[src/lcc_pkg.sv]
// Package with constants for the channel C pattern register bank
// Behaviour
// - Reserved bits are read-only and read zero
// - Bit 5 selects abrupt or ramped switching
// - Bits 3:0 hold writable sink-current code
// - Phase 1 length is field times 64 ms
// - Phase 2 length is field times 64 ms
// - Phase 3 length is field times 64 ms
// - Phase 4 length is field times 64 ms
// - Pause length is field times 64 ms
// - Reset clears every pattern register to zero
// - Shared rise time is setting times 8 ms
// - Shared fall time is setting times 8 ms
package lcc_pkg;
   // Register offsets
   localparam logic [7:0] LCC_OFS_RAMP_CUR = 8'h57;
   localparam logic [7:0] LCC_OFS_PH1      = 8'h58;
   localparam logic [7:0] LCC_OFS_PH2      = 8'h59;
   localparam logic [7:0] LCC_OFS_PH3      = 8'h5a;
   localparam logic [7:0] LCC_OFS_PH4      = 8'h5b;
   localparam logic [7:0] LCC_OFS_PAUSE    = 8'h5c;
   localparam logic [7:0] LCC_OFS_RISE     = 8'h5f;
   localparam logic [7:0] LCC_OFS_FALL     = 8'h60;
   // Field positions and widths
   localparam int LCC_RAMP_BIT  = 5;
   localparam int LCC_CUR_W     = 4;
   localparam int LCC_LEN_W     = 7;
   localparam int LCC_RAMPT_W   = 5;
   // Value after reset
   localparam logic [7:0] LCC_RST_VAL = 8'h00;
   // Timing figures in their own units
   localparam int LCC_CLK_HZ    = 50_000_000;
   localparam int LCC_OSC_HZ    = 32_000;
   localparam int LCC_STEP_MS   = 64;
   localparam int LCC_RAMP_MS   = 8;
   // Derived counts: clock cycles per oscillator tick, ticks per step
   localparam int LCC_OSC_DIV   = LCC_CLK_HZ / LCC_OSC_HZ;
   localparam int LCC_STEP_TCK  = LCC_OSC_HZ * LCC_STEP_MS / 1000;
   localparam int LCC_RAMP_TCK  = LCC_OSC_HZ * LCC_RAMP_MS / 1000;
   // Sequence phases, Gray coded on each step except pause to phase 1
   typedef enum logic [2:0] {
      LCC_IDLE  = 3'b000,
      LCC_PH1   = 3'b001,
      LCC_PH2   = 3'b011,
      LCC_PH3   = 3'b010,
      LCC_PH4   = 3'b110,
      LCC_PAUSE = 3'b111
   } lcc_phase_t;
endpackage

[src/lcc_seq_if.sv]
// Interface joining register bank and sequence timer
`timescale 1ns/1ns
interface lcc_seq_if;
   import lcc_pkg::*;
   logic [LCC_LEN_W-1:0] len [5];   // Phase lengths, order 1,2,3,4,pause
   logic                 run;       // Sequence enabled
   logic                 osc_tick;  // 32 kHz tick enable
   lcc_phase_t           phase;     // Current phase
   logic                 phase_end; // Pulse at end of a phase
   modport ctl (output len, output run, output osc_tick, input phase, input phase_end);
   modport tmr (input len, input run, input osc_tick, output phase, output phase_end);
endinterface

[src/lcc_regs.sv]
// Channel C pattern register bank with prescaler and sequence timer
`timescale 1ns/1ns
module lcc_regs #(
   parameter int OSC_DIV    = lcc_pkg::LCC_OSC_DIV,
   parameter int STEP_TICKS = lcc_pkg::LCC_STEP_TCK,
   parameter int RAMP_TICKS = lcc_pkg::LCC_RAMP_TCK
) (
   // Clock and reset
   input  wire  logic                          core_clk,
   input  wire  logic                          rst_b,
   // Register port from the serial control interface
   input  wire  logic [7:0]                    reg_addr,
   input  wire  logic [7:0]                    reg_wdata,
   input  wire  logic                          reg_wr,
   input  wire  logic                          reg_rd,
   output logic       [7:0]                    reg_rdata,
   output logic                                reg_rvalid,
   // Sequence control
   input  wire  logic                          seq_en,
   // Channel settings to the current sink
   output logic                                chan_c_ramp_on,
   output logic       [lcc_pkg::LCC_CUR_W-1:0] chan_c_sink_level,
   output logic     [lcc_pkg::LCC_RAMPT_W-1:0] shared_rise_time,
   output logic     [lcc_pkg::LCC_RAMPT_W-1:0] shared_fall_time,
   output logic                                ramp_step,
   // Sequence state
   output lcc_pkg::lcc_phase_t                 seq_phase,
   output logic                                seq_phase_end
);
   import lcc_pkg::*;

   lcc_seq_if sq ();                                  // Carrier to timer

   logic                   ramp_r, ramp_nxt;          // Ramp enable
   logic [LCC_CUR_W-1:0]   cur_r, cur_nxt;            // Sink-current code
   logic [LCC_LEN_W-1:0]   len_r [5];                 // Phase lengths
   logic [LCC_LEN_W-1:0]   len_nxt [5];
   logic [LCC_RAMPT_W-1:0] rise_r, rise_nxt;          // Shared rise time
   logic [LCC_RAMPT_W-1:0] fall_r, fall_nxt;          // Shared fall time
   logic [7:0]             rdata_r, rdata_nxt;        // Read data
   logic                   rvalid_r, rvalid_nxt;      // Read data valid
   logic [11:0]            osc_cnt_r, osc_cnt_nxt;    // Oscillator prescaler
   logic                   osc_tick_r, osc_tick_nxt;  // 32 kHz enable
   logic [8:0]             rmp_cnt_r, rmp_cnt_nxt;    // 8 ms divider
   logic                   rstep_r, rstep_nxt;        // 8 ms step pulse
   logic                   seq_en_m, seq_en_s;        // Pin synchroniser

   // Index of a phase-length register, 5 if none
   function automatic logic [2:0] len_idx(input logic [7:0] a);
      case (a)
         LCC_OFS_PH1:   len_idx = 3'd0;
         LCC_OFS_PH2:   len_idx = 3'd1;
         LCC_OFS_PH3:   len_idx = 3'd2;
         LCC_OFS_PH4:   len_idx = 3'd3;
         LCC_OFS_PAUSE: len_idx = 3'd4;
         default:       len_idx = 3'd5;
      endcase
   endfunction

   // Register writes; only defined fields are stored
   always_comb begin
      ramp_nxt = ramp_r;
      cur_nxt  = cur_r;
      rise_nxt = rise_r;
      fall_nxt = fall_r;
      len_nxt  = len_r;
      if (reg_wr) begin
         case (reg_addr)
            LCC_OFS_RAMP_CUR: begin
               ramp_nxt = reg_wdata[LCC_RAMP_BIT];
               cur_nxt  = reg_wdata[LCC_CUR_W-1:0];
            end
            LCC_OFS_RISE: rise_nxt = reg_wdata[LCC_RAMPT_W-1:0];
            LCC_OFS_FALL: fall_nxt = reg_wdata[LCC_RAMPT_W-1:0];
            default: begin
               // Phase lengths; bit 7 dropped
               if (len_idx(reg_addr) != 3'd5) begin
                  len_nxt[len_idx(reg_addr)] = reg_wdata[LCC_LEN_W-1:0];
               end
            end
         endcase
      end
   end

   // Read mux; reserved and unmapped bits return zero
   always_comb begin
      rdata_nxt  = rdata_r;
      rvalid_nxt = reg_rd;
      if (reg_rd) begin
         rdata_nxt = 8'h00;
         case (reg_addr)
            LCC_OFS_RAMP_CUR: begin
               rdata_nxt[LCC_RAMP_BIT]    = ramp_r;
               rdata_nxt[LCC_CUR_W-1:0]   = cur_r;
            end
            LCC_OFS_RISE: rdata_nxt[LCC_RAMPT_W-1:0] = rise_r;
            LCC_OFS_FALL: rdata_nxt[LCC_RAMPT_W-1:0] = fall_r;
            default: begin
               if (len_idx(reg_addr) != 3'd5) begin
                  rdata_nxt[LCC_LEN_W-1:0] = len_r[len_idx(reg_addr)];
               end
            end
         endcase
      end
   end

   // Free-running prescaler and 8 ms ramp divider
   always_comb begin
      osc_tick_nxt = 1'b0;
      rstep_nxt    = 1'b0;
      rmp_cnt_nxt  = rmp_cnt_r;
      if (osc_cnt_r == 12'(OSC_DIV - 1)) begin
         osc_cnt_nxt  = '0;
         osc_tick_nxt = 1'b1;
      end else begin
         osc_cnt_nxt = osc_cnt_r + 12'd1;
      end
      if (osc_tick_r) begin
         if (rmp_cnt_r == 9'(RAMP_TICKS - 1)) begin
            rmp_cnt_nxt = '0;
            rstep_nxt   = ramp_r;
         end else begin
            rmp_cnt_nxt = rmp_cnt_r + 9'd1;
         end
      end
   end

   // State registers, all cleared by reset
   always_ff @(posedge core_clk) begin
      if (!rst_b) begin
         ramp_r     <= 1'b0;
         cur_r      <= LCC_RST_VAL[LCC_CUR_W-1:0];
         len_r      <= '{default: LCC_RST_VAL[LCC_LEN_W-1:0]};
         rise_r     <= LCC_RST_VAL[LCC_RAMPT_W-1:0];
         fall_r     <= LCC_RST_VAL[LCC_RAMPT_W-1:0];
         rdata_r    <= LCC_RST_VAL;
         rvalid_r   <= 1'b0;
         osc_cnt_r  <= '0;
         osc_tick_r <= 1'b0;
         rmp_cnt_r  <= '0;
         rstep_r    <= 1'b0;
         seq_en_m   <= 1'b0;
         seq_en_s   <= 1'b0;
      end else begin
         ramp_r     <= ramp_nxt;
         cur_r      <= cur_nxt;
         len_r      <= len_nxt;
         rise_r     <= rise_nxt;
         fall_r     <= fall_nxt;
         rdata_r    <= rdata_nxt;
         rvalid_r   <= rvalid_nxt;
         osc_cnt_r  <= osc_cnt_nxt;
         osc_tick_r <= osc_tick_nxt;
         rmp_cnt_r  <= rmp_cnt_nxt;
         rstep_r    <= rstep_nxt;
         seq_en_m   <= seq_en;
         seq_en_s   <= seq_en_m;
      end
   end

   // Feed the timer
   assign sq.len      = len_r;
   assign sq.run      = seq_en_s;
   assign sq.osc_tick = osc_tick_r;

   // Sequence timer
   lcc_seq_timer #(
      .STEP_TICKS (STEP_TICKS)
   ) u_tmr (
      .core_clk (core_clk),
      .rst_b    (rst_b),
      .sq       (sq.tmr)
   );

   // Outputs, all from flops
   assign reg_rdata         = rdata_r;
   assign reg_rvalid        = rvalid_r;
   assign chan_c_ramp_on    = ramp_r;
   assign chan_c_sink_level = cur_r;
   assign shared_rise_time  = rise_r;
   assign shared_fall_time  = fall_r;
   assign ramp_step         = rstep_r;
   assign seq_phase         = sq.phase;
   assign seq_phase_end     = sq.phase_end;
endmodule

[src/lcc_seq_timer.sv]
// Sequence timer stepping through the five phases of channel C
`timescale 1ns/1ns
module lcc_seq_timer #(
   parameter int STEP_TICKS = lcc_pkg::LCC_STEP_TCK
) (
   // Clock and reset
   input  wire logic core_clk,
   input  wire logic rst_b,
   // Timer side of the carrier
   lcc_seq_if.tmr    sq
);
   import lcc_pkg::*;

   lcc_phase_t           ph_r, ph_nxt;         // Phase state
   logic [11:0]          tick_r, tick_nxt;     // Ticks within one step
   logic [LCC_LEN_W-1:0] steps_r, steps_nxt;   // Steps spent in phase
   logic                 end_r, end_nxt;       // Phase end pulse

   // Next phase along the loop
   function automatic lcc_phase_t next_ph(input lcc_phase_t p);
      case (p)
         LCC_PH1:   next_ph = LCC_PH2;
         LCC_PH2:   next_ph = LCC_PH3;
         LCC_PH3:   next_ph = LCC_PH4;
         LCC_PH4:   next_ph = LCC_PAUSE;
         default:   next_ph = LCC_PH1;
      endcase
   endfunction

   // Length field of a phase
   function automatic logic [LCC_LEN_W-1:0] len_of(input lcc_phase_t p);
      case (p)
         LCC_PH1:   len_of = sq.len[0];
         LCC_PH2:   len_of = sq.len[1];
         LCC_PH3:   len_of = sq.len[2];
         LCC_PH4:   len_of = sq.len[3];
         LCC_PAUSE: len_of = sq.len[4];
         default:   len_of = '0;
      endcase
   endfunction

   // Phase and step counting
   always_comb begin
      ph_nxt    = ph_r;
      tick_nxt  = tick_r;
      steps_nxt = steps_r;
      end_nxt   = 1'b0;
      if (!sq.run) begin
         // Stopped: hold idle
         ph_nxt    = LCC_IDLE;
         tick_nxt  = '0;
         steps_nxt = '0;
      end else if (ph_r == LCC_IDLE) begin
         // Start with phase 1
         ph_nxt = LCC_PH1;
      end else if (steps_r >= len_of(ph_r)) begin
         // Length reached; zero length passes at once
         ph_nxt    = next_ph(ph_r);
         tick_nxt  = '0;
         steps_nxt = '0;
         end_nxt   = 1'b1;
      end else if (sq.osc_tick) begin
         // One 64 ms step is STEP_TICKS oscillator ticks
         if (tick_r == 12'(STEP_TICKS - 1)) begin
            tick_nxt  = '0;
            steps_nxt = steps_r + 7'd1;
         end else begin
            tick_nxt = tick_r + 12'd1;
         end
      end
   end

   // Registers, cleared by reset
   always_ff @(posedge core_clk) begin
      if (!rst_b) begin
         ph_r    <= LCC_IDLE;
         tick_r  <= '0;
         steps_r <= '0;
         end_r   <= 1'b0;
      end else begin
         ph_r    <= ph_nxt;
         tick_r  <= tick_nxt;
         steps_r <= steps_nxt;
         end_r   <= end_nxt;
      end
   end

   assign sq.phase     = ph_r;
   assign sq.phase_end = end_r;
endmodule

[config.mk]
export PLATFORM = sky130hd
export DESIGN_NAME = lcc_regs
export DESIGN_NICKNAME = d
export VERILOG_FILES = /design/src/lcc_pkg.sv /design/src/lcc_seq_if.sv /design/src/lcc_regs.sv /design/src/lcc_seq_timer.sv
export SDC_FILE = /design/constraint.sdc
export NUM_CORES = 1
export LEC_CHECK = 0
export ABC_AREA = 1
export BUFFER_PORTS_ARGS = -buffer_cell sky130_fd_sc_hd__buf_2
export CAP_MARGIN = 20
export CORE_MARGIN = 1
export CORE_UTILIZATION = 59
export CTS_CLUSTER_DIAMETER = 80
export DETAILED_ROUTE_END_ITERATION = 8
export MAX_ROUTING_LAYER = met4
export PLACE_DENSITY_LB_ADDON = 0.15
export SLEW_MARGIN = 0
export SYNTH_ARGS = -nofsm -noshare
export SYNTH_HDL_FRONTEND = slang
export SYNTH_SLANG_ARGS = --single-unit
export TNS_END_PERCENT = 30
[constraint.sdc]
create_clock -name core_clk -period 3.05 [get_ports core_clk]
set_input_delay 0.61 -clock core_clk [delete_from_list [all_inputs] [get_ports core_clk]]
set_output_delay 0.61 -clock core_clk [all_outputs]
set_load 0.1 [all_outputs]
Word level (Yosys, flattened, before mapping)
Index checks and enable logic that the tools add are counted.
{ "totals": {"reg_bits": 106, "in_bits": 21, "word_cells": 107} }
{ "classes": {"addsub": 4, "n_lt_le_gt_ge": 4, "n_eq_ne": 18, "mux": 36, "n_bitwise": 6, "reduce_logical": 17} }
{ "op_table": {"columns": ["operator", "count"], "rows": [
  ["== test 8 x 7 -> 1 bit, second input constant", 8],
  ["2-to-1 mux 7 bit", 9],
  ["2-to-1 mux 12 bit", 3],
  ["bitwise mux 35 bit", 1],
  ["one-hot mux 7 bit (5 select lines)", 1],
  ["2-to-1 mux 3 bit", 9],
  ["adder 12 x 1 -> 12 bit, second input constant", 2],
  ["== test 12 x 11 -> 1 bit, second input constant", 2],
  ["binary-select mux 7 bit (select 3 bit)", 1],
  ["demux 7 bit (select 3 bit)", 1],
  ["one-hot mux 3 bit (5 select lines)", 1],
  ["one-hot mux 3 bit (4 select lines)", 1],
  ["one-hot mux 4 bit (3 select lines)", 1],
  ["AND reduction 2 bit", 5],
  ["adder 9 x 1 -> 9 bit, second input constant", 1],
  ["== test 9 x 8 -> 1 bit, second input constant", 1],
  ["2-to-1 mux 9 bit", 1],
  ["AND reduction 3 bit", 3],
  ["greater-or-equal comparator 4 bit, second input constant", 2],
  ["inverter 3 -> 4 bit", 2],
  ["adder 7 x 1 -> 7 bit, second input constant", 1],
  ["greater-or-equal comparator 7 bit", 1],
  ["== test 3 x 2 -> 1 bit, second input constant", 2],
  ["== test 3 bit, second input constant", 2],
  ["12 further kinds", 24]
]} }

Depth between registers and ports, before layout
Gate-level depths: netlist of the first run.
{ "depth": {"ltp_word": 14, "mapped_depth": 17} }

By module
A second synthesis of the first run with hierarchy kept.
{ "unflattened": {"cells_unflattened": 808, "hier_area_um2": 5584.1} }
{ "by_module_without_submodules": {"columns": ["module", "n_inst", "cells_each", "area_per_inst_um2", "seq_area_each_um2"], "rows": [
  ["lcc_regs", 1, 529, 3782.4, 1661.6],
  ["lcc_seq_timer", 1, 279, 1801.7, 460.4]
]} }

Worst setup path after synthesis of the first run
No wires, ideal clock.
{ "synth_timing": {"path_kind": "reg2reg", "start": "register u_tmr.ph_r[2], in the netlist u_tmr.sq.phase[2]", "end": "register u_tmr.tick_r[1]", "setup_ns": 0.078, "arrival_ns": 3.084, "required_ns": 2.972, "slack_ns": -0.111, "path_stages_with_launch": 17, "period_less_slack_ns": 3.161, "path_cell_list": "dfxtp_1 inv_1 nand2_1 nor2_1 inv_1 o22ai_1 a211oi_1 ha_1 a21oi_1 o21ai_1 nand2_1 nand3_2 inv_2 nand2_2 nand2_2 nand2_1 nor3_1"} }
{ "synth_via": {"elab_chain_len": 7, "elab_cells_between_ends": 14, "classes_between": "order compare: 1; eq/ne: 5; mux: 4; bitwise: 1; reduce/logical: 3"} }
{ "synth_rtl": {"columns": ["item", "line", "rtl"], "rows": [
  ["from (decl)", "lcc_seq_timer.sv:14", "lcc_phase_t ph_r, ph_nxt;"],
  ["from (signal assigned)", "lcc_seq_timer.sv:81", "ph_r <= ph_nxt;"],
  ["== test 3 bit, or another cell as far along", "lcc_seq_timer.sv:32", "case (p)"],
  ["one-hot mux 7 bit (5 select lines)", "lcc_seq_timer.sv:32", null],
  ["2-to-1 mux 7 bit", "lcc_seq_timer.sv:53", "end else if (ph_r == LCC_IDLE) begin"],
  ["2-to-1 mux 7 bit", "lcc_seq_timer.sv:48", "if (!sq.run) begin"],
  ["greater-or-equal comparator 7 bit", "lcc_seq_timer.sv:56", "end else if (steps_r >= len_of(ph_r)) begin"],
  ["nonzero test 2 bit (no line)", null, null],
  ["AND reduction 2 bit (no line)", null, null],
  ["to (signal assigned)", "lcc_seq_timer.sv:82", "tick_r <= tick_nxt;"],
  ["to (decl)", "lcc_seq_timer.sv:15", "logic [11:0] tick_r, tick_nxt;"]
]} }
Parallel ways exist; a longest one is shown, timed or not. The select of a mux whose other input is x is not followed.
A chain may end at the register's enable or synchronous reset.

Final worst setup path of the first run
Ends and elaborated chain as after synthesis.

==> out/results.txt, run 1 <==
Final Wtd Congestion -> 0.9461
Core area -> 8806 um2
Failing checks -> DRC
Cell Rows -> 34
Critical path cell sequence -> inv_1 -> nand2_1 -> nor2_1 -> inv_1 -> o22ai_1 -> a211oi_1 -> ha_1 -> a21oi_1 -> o21a_1 -> nand3_2 -> inv_2 -> nand2_2 -> nand2_2 -> nand2_1 -> nor3_1
Setup Viol. Count Final -> 0
CP bufs+invs -> 3
Initial Utilization -> 0.6137
Final WL -> 13,360 um
Die area -> 9546 um2
Drt wl/cell -> 14.27 um
Share of layout cells above drive strength 1 -> 0.1208
CP arrival -> 3.03 ns
First-pass GRT wire length -> 22,190 um
Largest cells by area after synthesis -> dfxtp_1 (39%), nand2_1 (9.1%), nand3_1 (7.9%), inv_1 (7.4%), a21oi_1 (7.2%)
IO Pins -> 50
Peak supply drop -> 419.6 uV
Maximum achievable frequency -> 367.0 MHz
Worst-margin pin slew -> 0.5633 ns
Largest net degree at the start of global routing -> 59
CP Data Required Time -> 3.36 ns
CP Class -> reg2reg
Nets -> 856
CP max-delay cell -> dfxtp_2
CP top delay family -> simple AND/OR/NAND/NOR gates
Die span in x -> 97.71 um
CP Max Fanout -> 9
Share of the synthesized area in the top cell type -> 0.3927
Number of DRC markers in iteration 0 -> 341
Synthesized cell area -> 5404 um2
Final Cycle Share -> 0.8933
RSZ-0062 raised after global routing -> false
Endpoints failing hold -> 0
Most instantiated cells after synthesis -> nand2_1 (131), dfxtp_1 (106), inv_1 (106), nor2_1 (87), nand3_1 (85)
Power per cell area -> 421.6 nW/um2
Via count -> 5,148
PortBufs -> 47
Synth unique cells -> 39
Drt drc -> 2
Most common cell in the netlist -> nand2_1
Seq cells post-synth -> 106
YS warnings -> 0
Clock root buffer -> clkbuf_8
Seq/Total Area, Yosys -> 0.3927
Worst Setup Start Kind -> flop
Worst Setup Slack, final -> 0.3255 ns
H-tree Lvls -> 3
Setup slack, reg-to-reg -> 0.33 ns
EDFF count, synth -> 0
Async set or reset register ratio after synthesis -> 0
Crit path largest cell delay -> 0.36 ns
Status -> finished, violations left
CTS tree -> yes
Overflow after GRT -> 0
Max transition margin -> 0.6236
Skew final -> 0.01264 ns
# diodes -> 0
Slew Limit Fails -> 0
Vias per cell -> 5.500
Most used DFF post-synth -> dfxtp_1
Fill cell count -> 824
Die Span Y -> 97.71 um
Clk sinks -> 106
Syn Inst Count -> 781
CTS Buffer Depth -> 2
Syn_area_per_cell -> 6.919 um2
Post-synth net total -> 814
Setup TNS Final -> 0 ns
Initial antenna violation count -> 0
Post-CTS sizing -> 0
GRT Util Overall -> 0.2975
DRT antenna net count -> 0
Area Overhead vs Synth -> 9.516%
First drt pass iteration count -> 7
Post-synth top area cell -> dfxtp_1
Post-Place Setup Slack -> 0.3402 ns
Hold buffers post-CTS -> 0
Fin crit period -> 2.724 ns
Postcts setup bufs -> 0
Clock-pin slew on the worst setup and hold paths -> 0.10 ns
Detailed placer's ending HPWL -> 9746 um
Leak Pwr -> 2.341 nW
Max-cap viol count -> 0
Via count of the first global-routing pass -> 4,816
Crit. End Element -> flop
Inserted Clock Buffers -> 9
Total Power -> 0.002495 W
Worst min-delay path class -> in2reg
Worst-skew pair later-pin latency -> 0.38 ns
[stage by stage]
step / hold WS (ns) / util / area, um2 / std cells
2_1_floorplan: 0.3905 / - / 5408 / 781
3_3_place_gp: 0.4003 / 0.6486 / 5712 / 920
3_5_place_dp: 0.4063 / 0.6486 / 5712 / 920
4_1_cts: 0.4088 / 0.6721 / 5918 / 936
5_1_grt: 0.3992 / 0.6721 / 5918 / 936
6_report: 0.4147 / 0.6721 / 5918 / 936
[logic make-up after synthesis]
logic type / count (synthesis) / share of synthesized area
buf+inv: 137 / 0.1033
simple gates: 348 / 0.2878
compound gates: 160 / 0.1602
xor+xnor: 17 / 0.02755
other cells: 1 / 0.0006939
flops: 106 / 0.3927
fa+ha+maj: 12 / 0.02778
[placed cells by master, fill, tap and decap left out, types with 2 or more instances in the layout]
cell type / synthesis / final
a211oi_1: 6 / 6
a21oi_1: 78 / 78
a21oi_2: 4 / 4
buf_2: 5 / 47
buf_4: 6 / 10
clkbuf_8: 0 / 9
dfxtp_1: 106 / 103
dfxtp_2: 0 / 3
ha_1: 12 / 12
inv_1: 106 / 106
inv_2: 5 / 5
inv_6: 0 / 2
inv_8: 0 / 2
nand2_1: 131 / 131
nand2_2: 5 / 5
nand3_1: 85 / 85
nand3_2: 4 / 4
nand3b_1: 2 / 2
nand4_1: 10 / 10
nor2_1: 87 / 87
nor2_2: 3 / 3
nor3_1: 10 / 10
nor3b_1: 5 / 5
o21ai_0: 43 / 43
o21ai_1: 7 / 7
o22ai_1: 16 / 16
o31ai_1: 2 / 2
xnor2_1: 4 / 4
xor2_1: 13 / 13
[final timing paths]
check                           cells past startpoint              end              start
worst max register to register                     15  u_tmr.tick_r[1]  u_tmr.sq.phase[2]
worst min-delay path                                3         seq_en_m             seq_en
worst min register to register                      2         seq_en_s           seq_en_m
worst max-delay path                               15  u_tmr.tick_r[1]  u_tmr.sq.phase[2]
[layout make-up]
cell class                 instances  area [um2]  share of cell area
clock buffer                      10       127.6             0.02156
timing repair buffer              57       310.3             0.05243
tap                              108       135.1             0.02283
multi-input combinational        538        2724              0.4603
inverter                         111       416.7             0.07040
clock inverter                     6       78.83             0.01332
sequential                       106        2126              0.3592
[state kept, by name (all words and copies together), names as in the netlist, 3 cells and up]
name,count
u_tmr.tick_r,12
chan_c_sink_level,4
shared_rise_time,5
rmp_cnt_r,9
reg_rdata,7
u_tmr.sq.phase,3
osc_cnt_r,12
len_r,35
shared_fall_time,5
u_tmr.steps_r,7
[report_power, final]
group	internal [W]	switching (W)	leakage, nW
clock	0.000399	0.000522	0.105
combinational	0.0000402	0.000131	1.38
sequential	0.00139	0.00000795	0.857
[per-layer routing]
layer	share of wire	wire, um	GRT usage
met5	0	0	-
met4	0.013	180	0.08625
met3	0.056	745	0.05252
met2	0.47	6235	0.4741
met1	0.46	6199	0.3876
[worst reg2reg max path, cell delays in order (launching register included)]
cell	delay, ns
dfxtp_2	0.36
inv_1	0.09
nand2_1	0.08
nor2_1	0.27
inv_1	0.15
o22ai_1	0.18
a211oi_1	0.07
ha_1	0.31
a21oi_1	0.14
o21a_1	0.17
nand3_2	0.08
inv_2	0.12
nand2_2	0.14
nand2_2	0.20
nand2_1	0.15
nor3_1	0.13
No activity file was read; power rests on OpenSTA's default activity.
==> run 2: changes to the inputs <==
BUFFER_PORTS_ARGS = -buffer_cell sky130_fd_sc_hd__buf_4   (was -buffer_cell sky130_fd_sc_hd__buf_2)
==> out/results.txt, run 2 (synthesized netlist as in run 1, its figures left out) <==
Status -> finished, violations left (unchanged)
Failing checks -> DRC (unchanged)
Fill cell count -> 792 (was 824)
CP Data Required Time -> 3.34 ns (was 3.36 ns)
H-tree Lvls -> 3 (unchanged)
Nets -> 857 (was 856)
CTS tree -> yes (unchanged)
Crit. End Element -> flop (unchanged)
Die Span Y -> 97.71 um (unchanged)
Largest register FFs -> 35 (unchanged)
Core area -> 8806 um2 (unchanged)
CTS Buffer Depth -> 2 (unchanged)
CP Max Fanout -> 9 (unchanged)
Number of DRC markers in iteration 0 -> 290 (was 341)
Worst Setup Slack, final -> 0.2774 ns (was 0.3255 ns)
Reg with most FFs -> len_r (unchanged)
Max-cap viol count -> 0 (unchanged)
Power per cell area -> 414.8 nW/um2 (was 421.6 nW/um2)
Most frequent CP cell -> nand2_1
IO Pins -> 50 (unchanged)
GRT Util Overall -> 0.3022 (was 0.2975)
Overflow after GRT -> 0 (unchanged)
CP max-delay cell -> dfxtp_2 (unchanged)
Share of layout cells above drive strength 1 -> 0.1244 (was 0.1208)
# diodes -> 0 (unchanged)
Clock root buffer -> clkbuf_8 (unchanged)
Endpoints failing hold -> 0 (unchanged)
Leak Pwr -> 2.360 nW (was 2.341 nW)
FF/Latch Area -> 2126 um2 (unchanged)
Drt drc -> 2 (unchanged)
Most frequent cells in the layout -> nand2_1 (131), inv_1 (106), dfxtp_1 (103) (unchanged)
Initial Utilization -> 0.6137 (unchanged)
Drt wl/cell -> 14.32 um (was 14.27 um)
Multi-input gate area -> 2731 um2 (was 2724 um2)
Maximum achievable frequency -> 360.7 MHz (was 367.0 MHz)
Via count -> 5,268 (was 5,148)
Post-Place Setup Slack -> 0.2591 ns (was 0.3402 ns)
Clk sinks -> 106 (unchanged)
Peak supply drop -> 342.4 uV (was 419.6 uV)
Placed insts -> 921 (was 920)
Largest net degree at the start of global routing -> 59 (unchanged)
DRT antenna net count -> 0 (unchanged)
CP arrival -> 3.07 ns (was 3.03 ns)
Worst-margin pin slew -> 0.5635 ns (was 0.5633 ns)
Slew Limit Fails -> 0 (unchanged)
Worst min-delay path class -> in2reg (unchanged)
First-pass GRT wire length -> 22,800 um (was 22,190 um)
Leading registers by flop count -> len_r: 35 flops, osc_cnt_r: 12 flops, u_tmr.tick_r: 12 flops (unchanged)
Max transition margin -> 0.6243 (was 0.6236)
Via count of the first global-routing pass -> 4,995 (was 4,816)
Final WL -> 13,400 um (was 13,360 um)
Inserted Clock Buffers -> 9 (unchanged)
Fin crit period -> 2.773 ns (was 2.724 ns)
Die area -> 9546 um2 (unchanged)
PortBufs -> 47 (unchanged)
Critical path cell sequence -> inv_1 -> nand2_1 -> nor2_2 -> inv_1 -> o22ai_1 -> a211oi_1 -> ha_1 -> a21oi_1 -> o21ai_1 -> nand2_1 -> nand3_2 -> inv_2 -> nand2_2 -> nand2_2 -> nand2_1 -> nor3_1 (was inv_1 -> nand2_1 -> nor2_1 -> inv_1 -> o22ai_1 -> a211oi_1 -> ha_1 -> a21oi_1 -> o21a_1 -> nand3_2 -> inv_2 -> nand2_2 -> nand2_2 -> nand2_1 -> nor3_1)
Cell Rows -> 34 (unchanged)
Final Core Density -> 0.6870 (was 0.6721)
Skew final -> 0.01502 ns (was 0.01264 ns)
Die span in x -> 97.71 um (unchanged)
Crit path largest cell delay -> 0.37 ns (was 0.36 ns)
First drt pass iteration count -> 7 (unchanged)
Setup TNS Final -> 0 ns (unchanged)
Detailed placer's ending HPWL -> 9679 um (was 9746 um)
Setup Viol. Count Final -> 0 (unchanged)
Post-Layout Cell Count -> 936 (unchanged)
Vias per cell -> 5.628 (was 5.500)
Initial antenna violation count -> 0 (unchanged)
Final Cycle Share -> 0.9091 (was 0.8933)
Postcts setup bufs -> 0 (unchanged)
Area Overhead vs Synth -> 11.95% (was 9.516%)
WHS -> 0.4241 ns (was 0.4147 ns)
Worst Setup Start Kind -> flop (unchanged)
Commonest non-fill, non-tap cell in the layout -> nand2_1 (unchanged)
Clock-pin slew on the worst setup and hold paths -> 0.10 ns (about the same)
RSZ-0062 raised after global routing -> false (unchanged)
Worst-skew pair later-pin latency -> 0.38 ns (about the same)
CP Class -> reg2reg (unchanged)
Final Wtd Congestion -> 0.9235 (was 0.9461)
-- run 2: cell types whose count changed in the layout (fill, tap and decap cells not counted), sizes merged --
cell | previous run | this run
buf | 57 | 58
clkinv | 1 | 0
-- run 2: routing by layer --
metal / global-route usage / vias to the layer above / part of all wire / wire length (um)
met5: - / - / 0 / 0
met1: 0.3882 / 2448 / 0.46 / 6129
met4: 0.09907 / 0 / 0.018 / 246
li1: - / 2639 / - / -
met3: 0.04892 / 24 / 0.060 / 798
met2: 0.4861 / 157 / 0.46 / 6227
-- run 2: area by class of cell --
cell class                      count  share of cell area
Tap cell                          108             0.02234
Inverter                          111             0.06887
Sequential cell                   106              0.3514
Multi-Input combinational cell    538              0.4515
Clock inverter                      5             0.01117
Timing Repair Buffer               58             0.07198
Clock buffer                       10             0.02275
-- run 2: where the power goes --
part | total, W | switching, W | internal, W | leakage, nW
sequential | 0.00140 | 0.00000853 | 0.00139 | 0.857
combinational | 0.000183 | 0.000132 | 0.0000510 | 1.40
clock | 0.000924 | 0.000510 | 0.000413 | 0.106
total | 0.00251 | 0.000651 | 0.00186 | 2.36
-- run 2: worst paths after layout --
check	startpoint	to	slack, ns	cells past startpoint
worst max-delay path	u_tmr.sq.phase[2]	u_tmr.tick_r[1]	0.28	16
worst min-delay path	seq_en	seq_en_m	0.42	3
worst max register to register	u_tmr.sq.phase[2]	u_tmr.tick_r[1]	0.28	16
worst min register to register	seq_en_m	seq_en_s	0.43	2
-- run 2: what timing repair did --
action	in CTS	in global routing
endpoints found under the setup margin	0	3
resized for setup	0	2
hold endpoints to repair	0	0
hold buffers	0	0
-- run 2: critical path, delay by kind of cell (launching register included) --
kind	cells	cell delay, ns
flops	1	0.37
simple gates	8	1.13
buf+inv	3	0.37
compound gates	4	0.51
fa+ha+maj	1	0.33
-- run 2: stage by stage --
step                      cell area [um2]  power, W
after global placement               5837  0.001610
after CTS                            6042  0.002522
after floorplan                      5408  0.001555
after detailed placement             5837  0.001614
final                                6050  0.002509
after global routing                 6050  0.002583
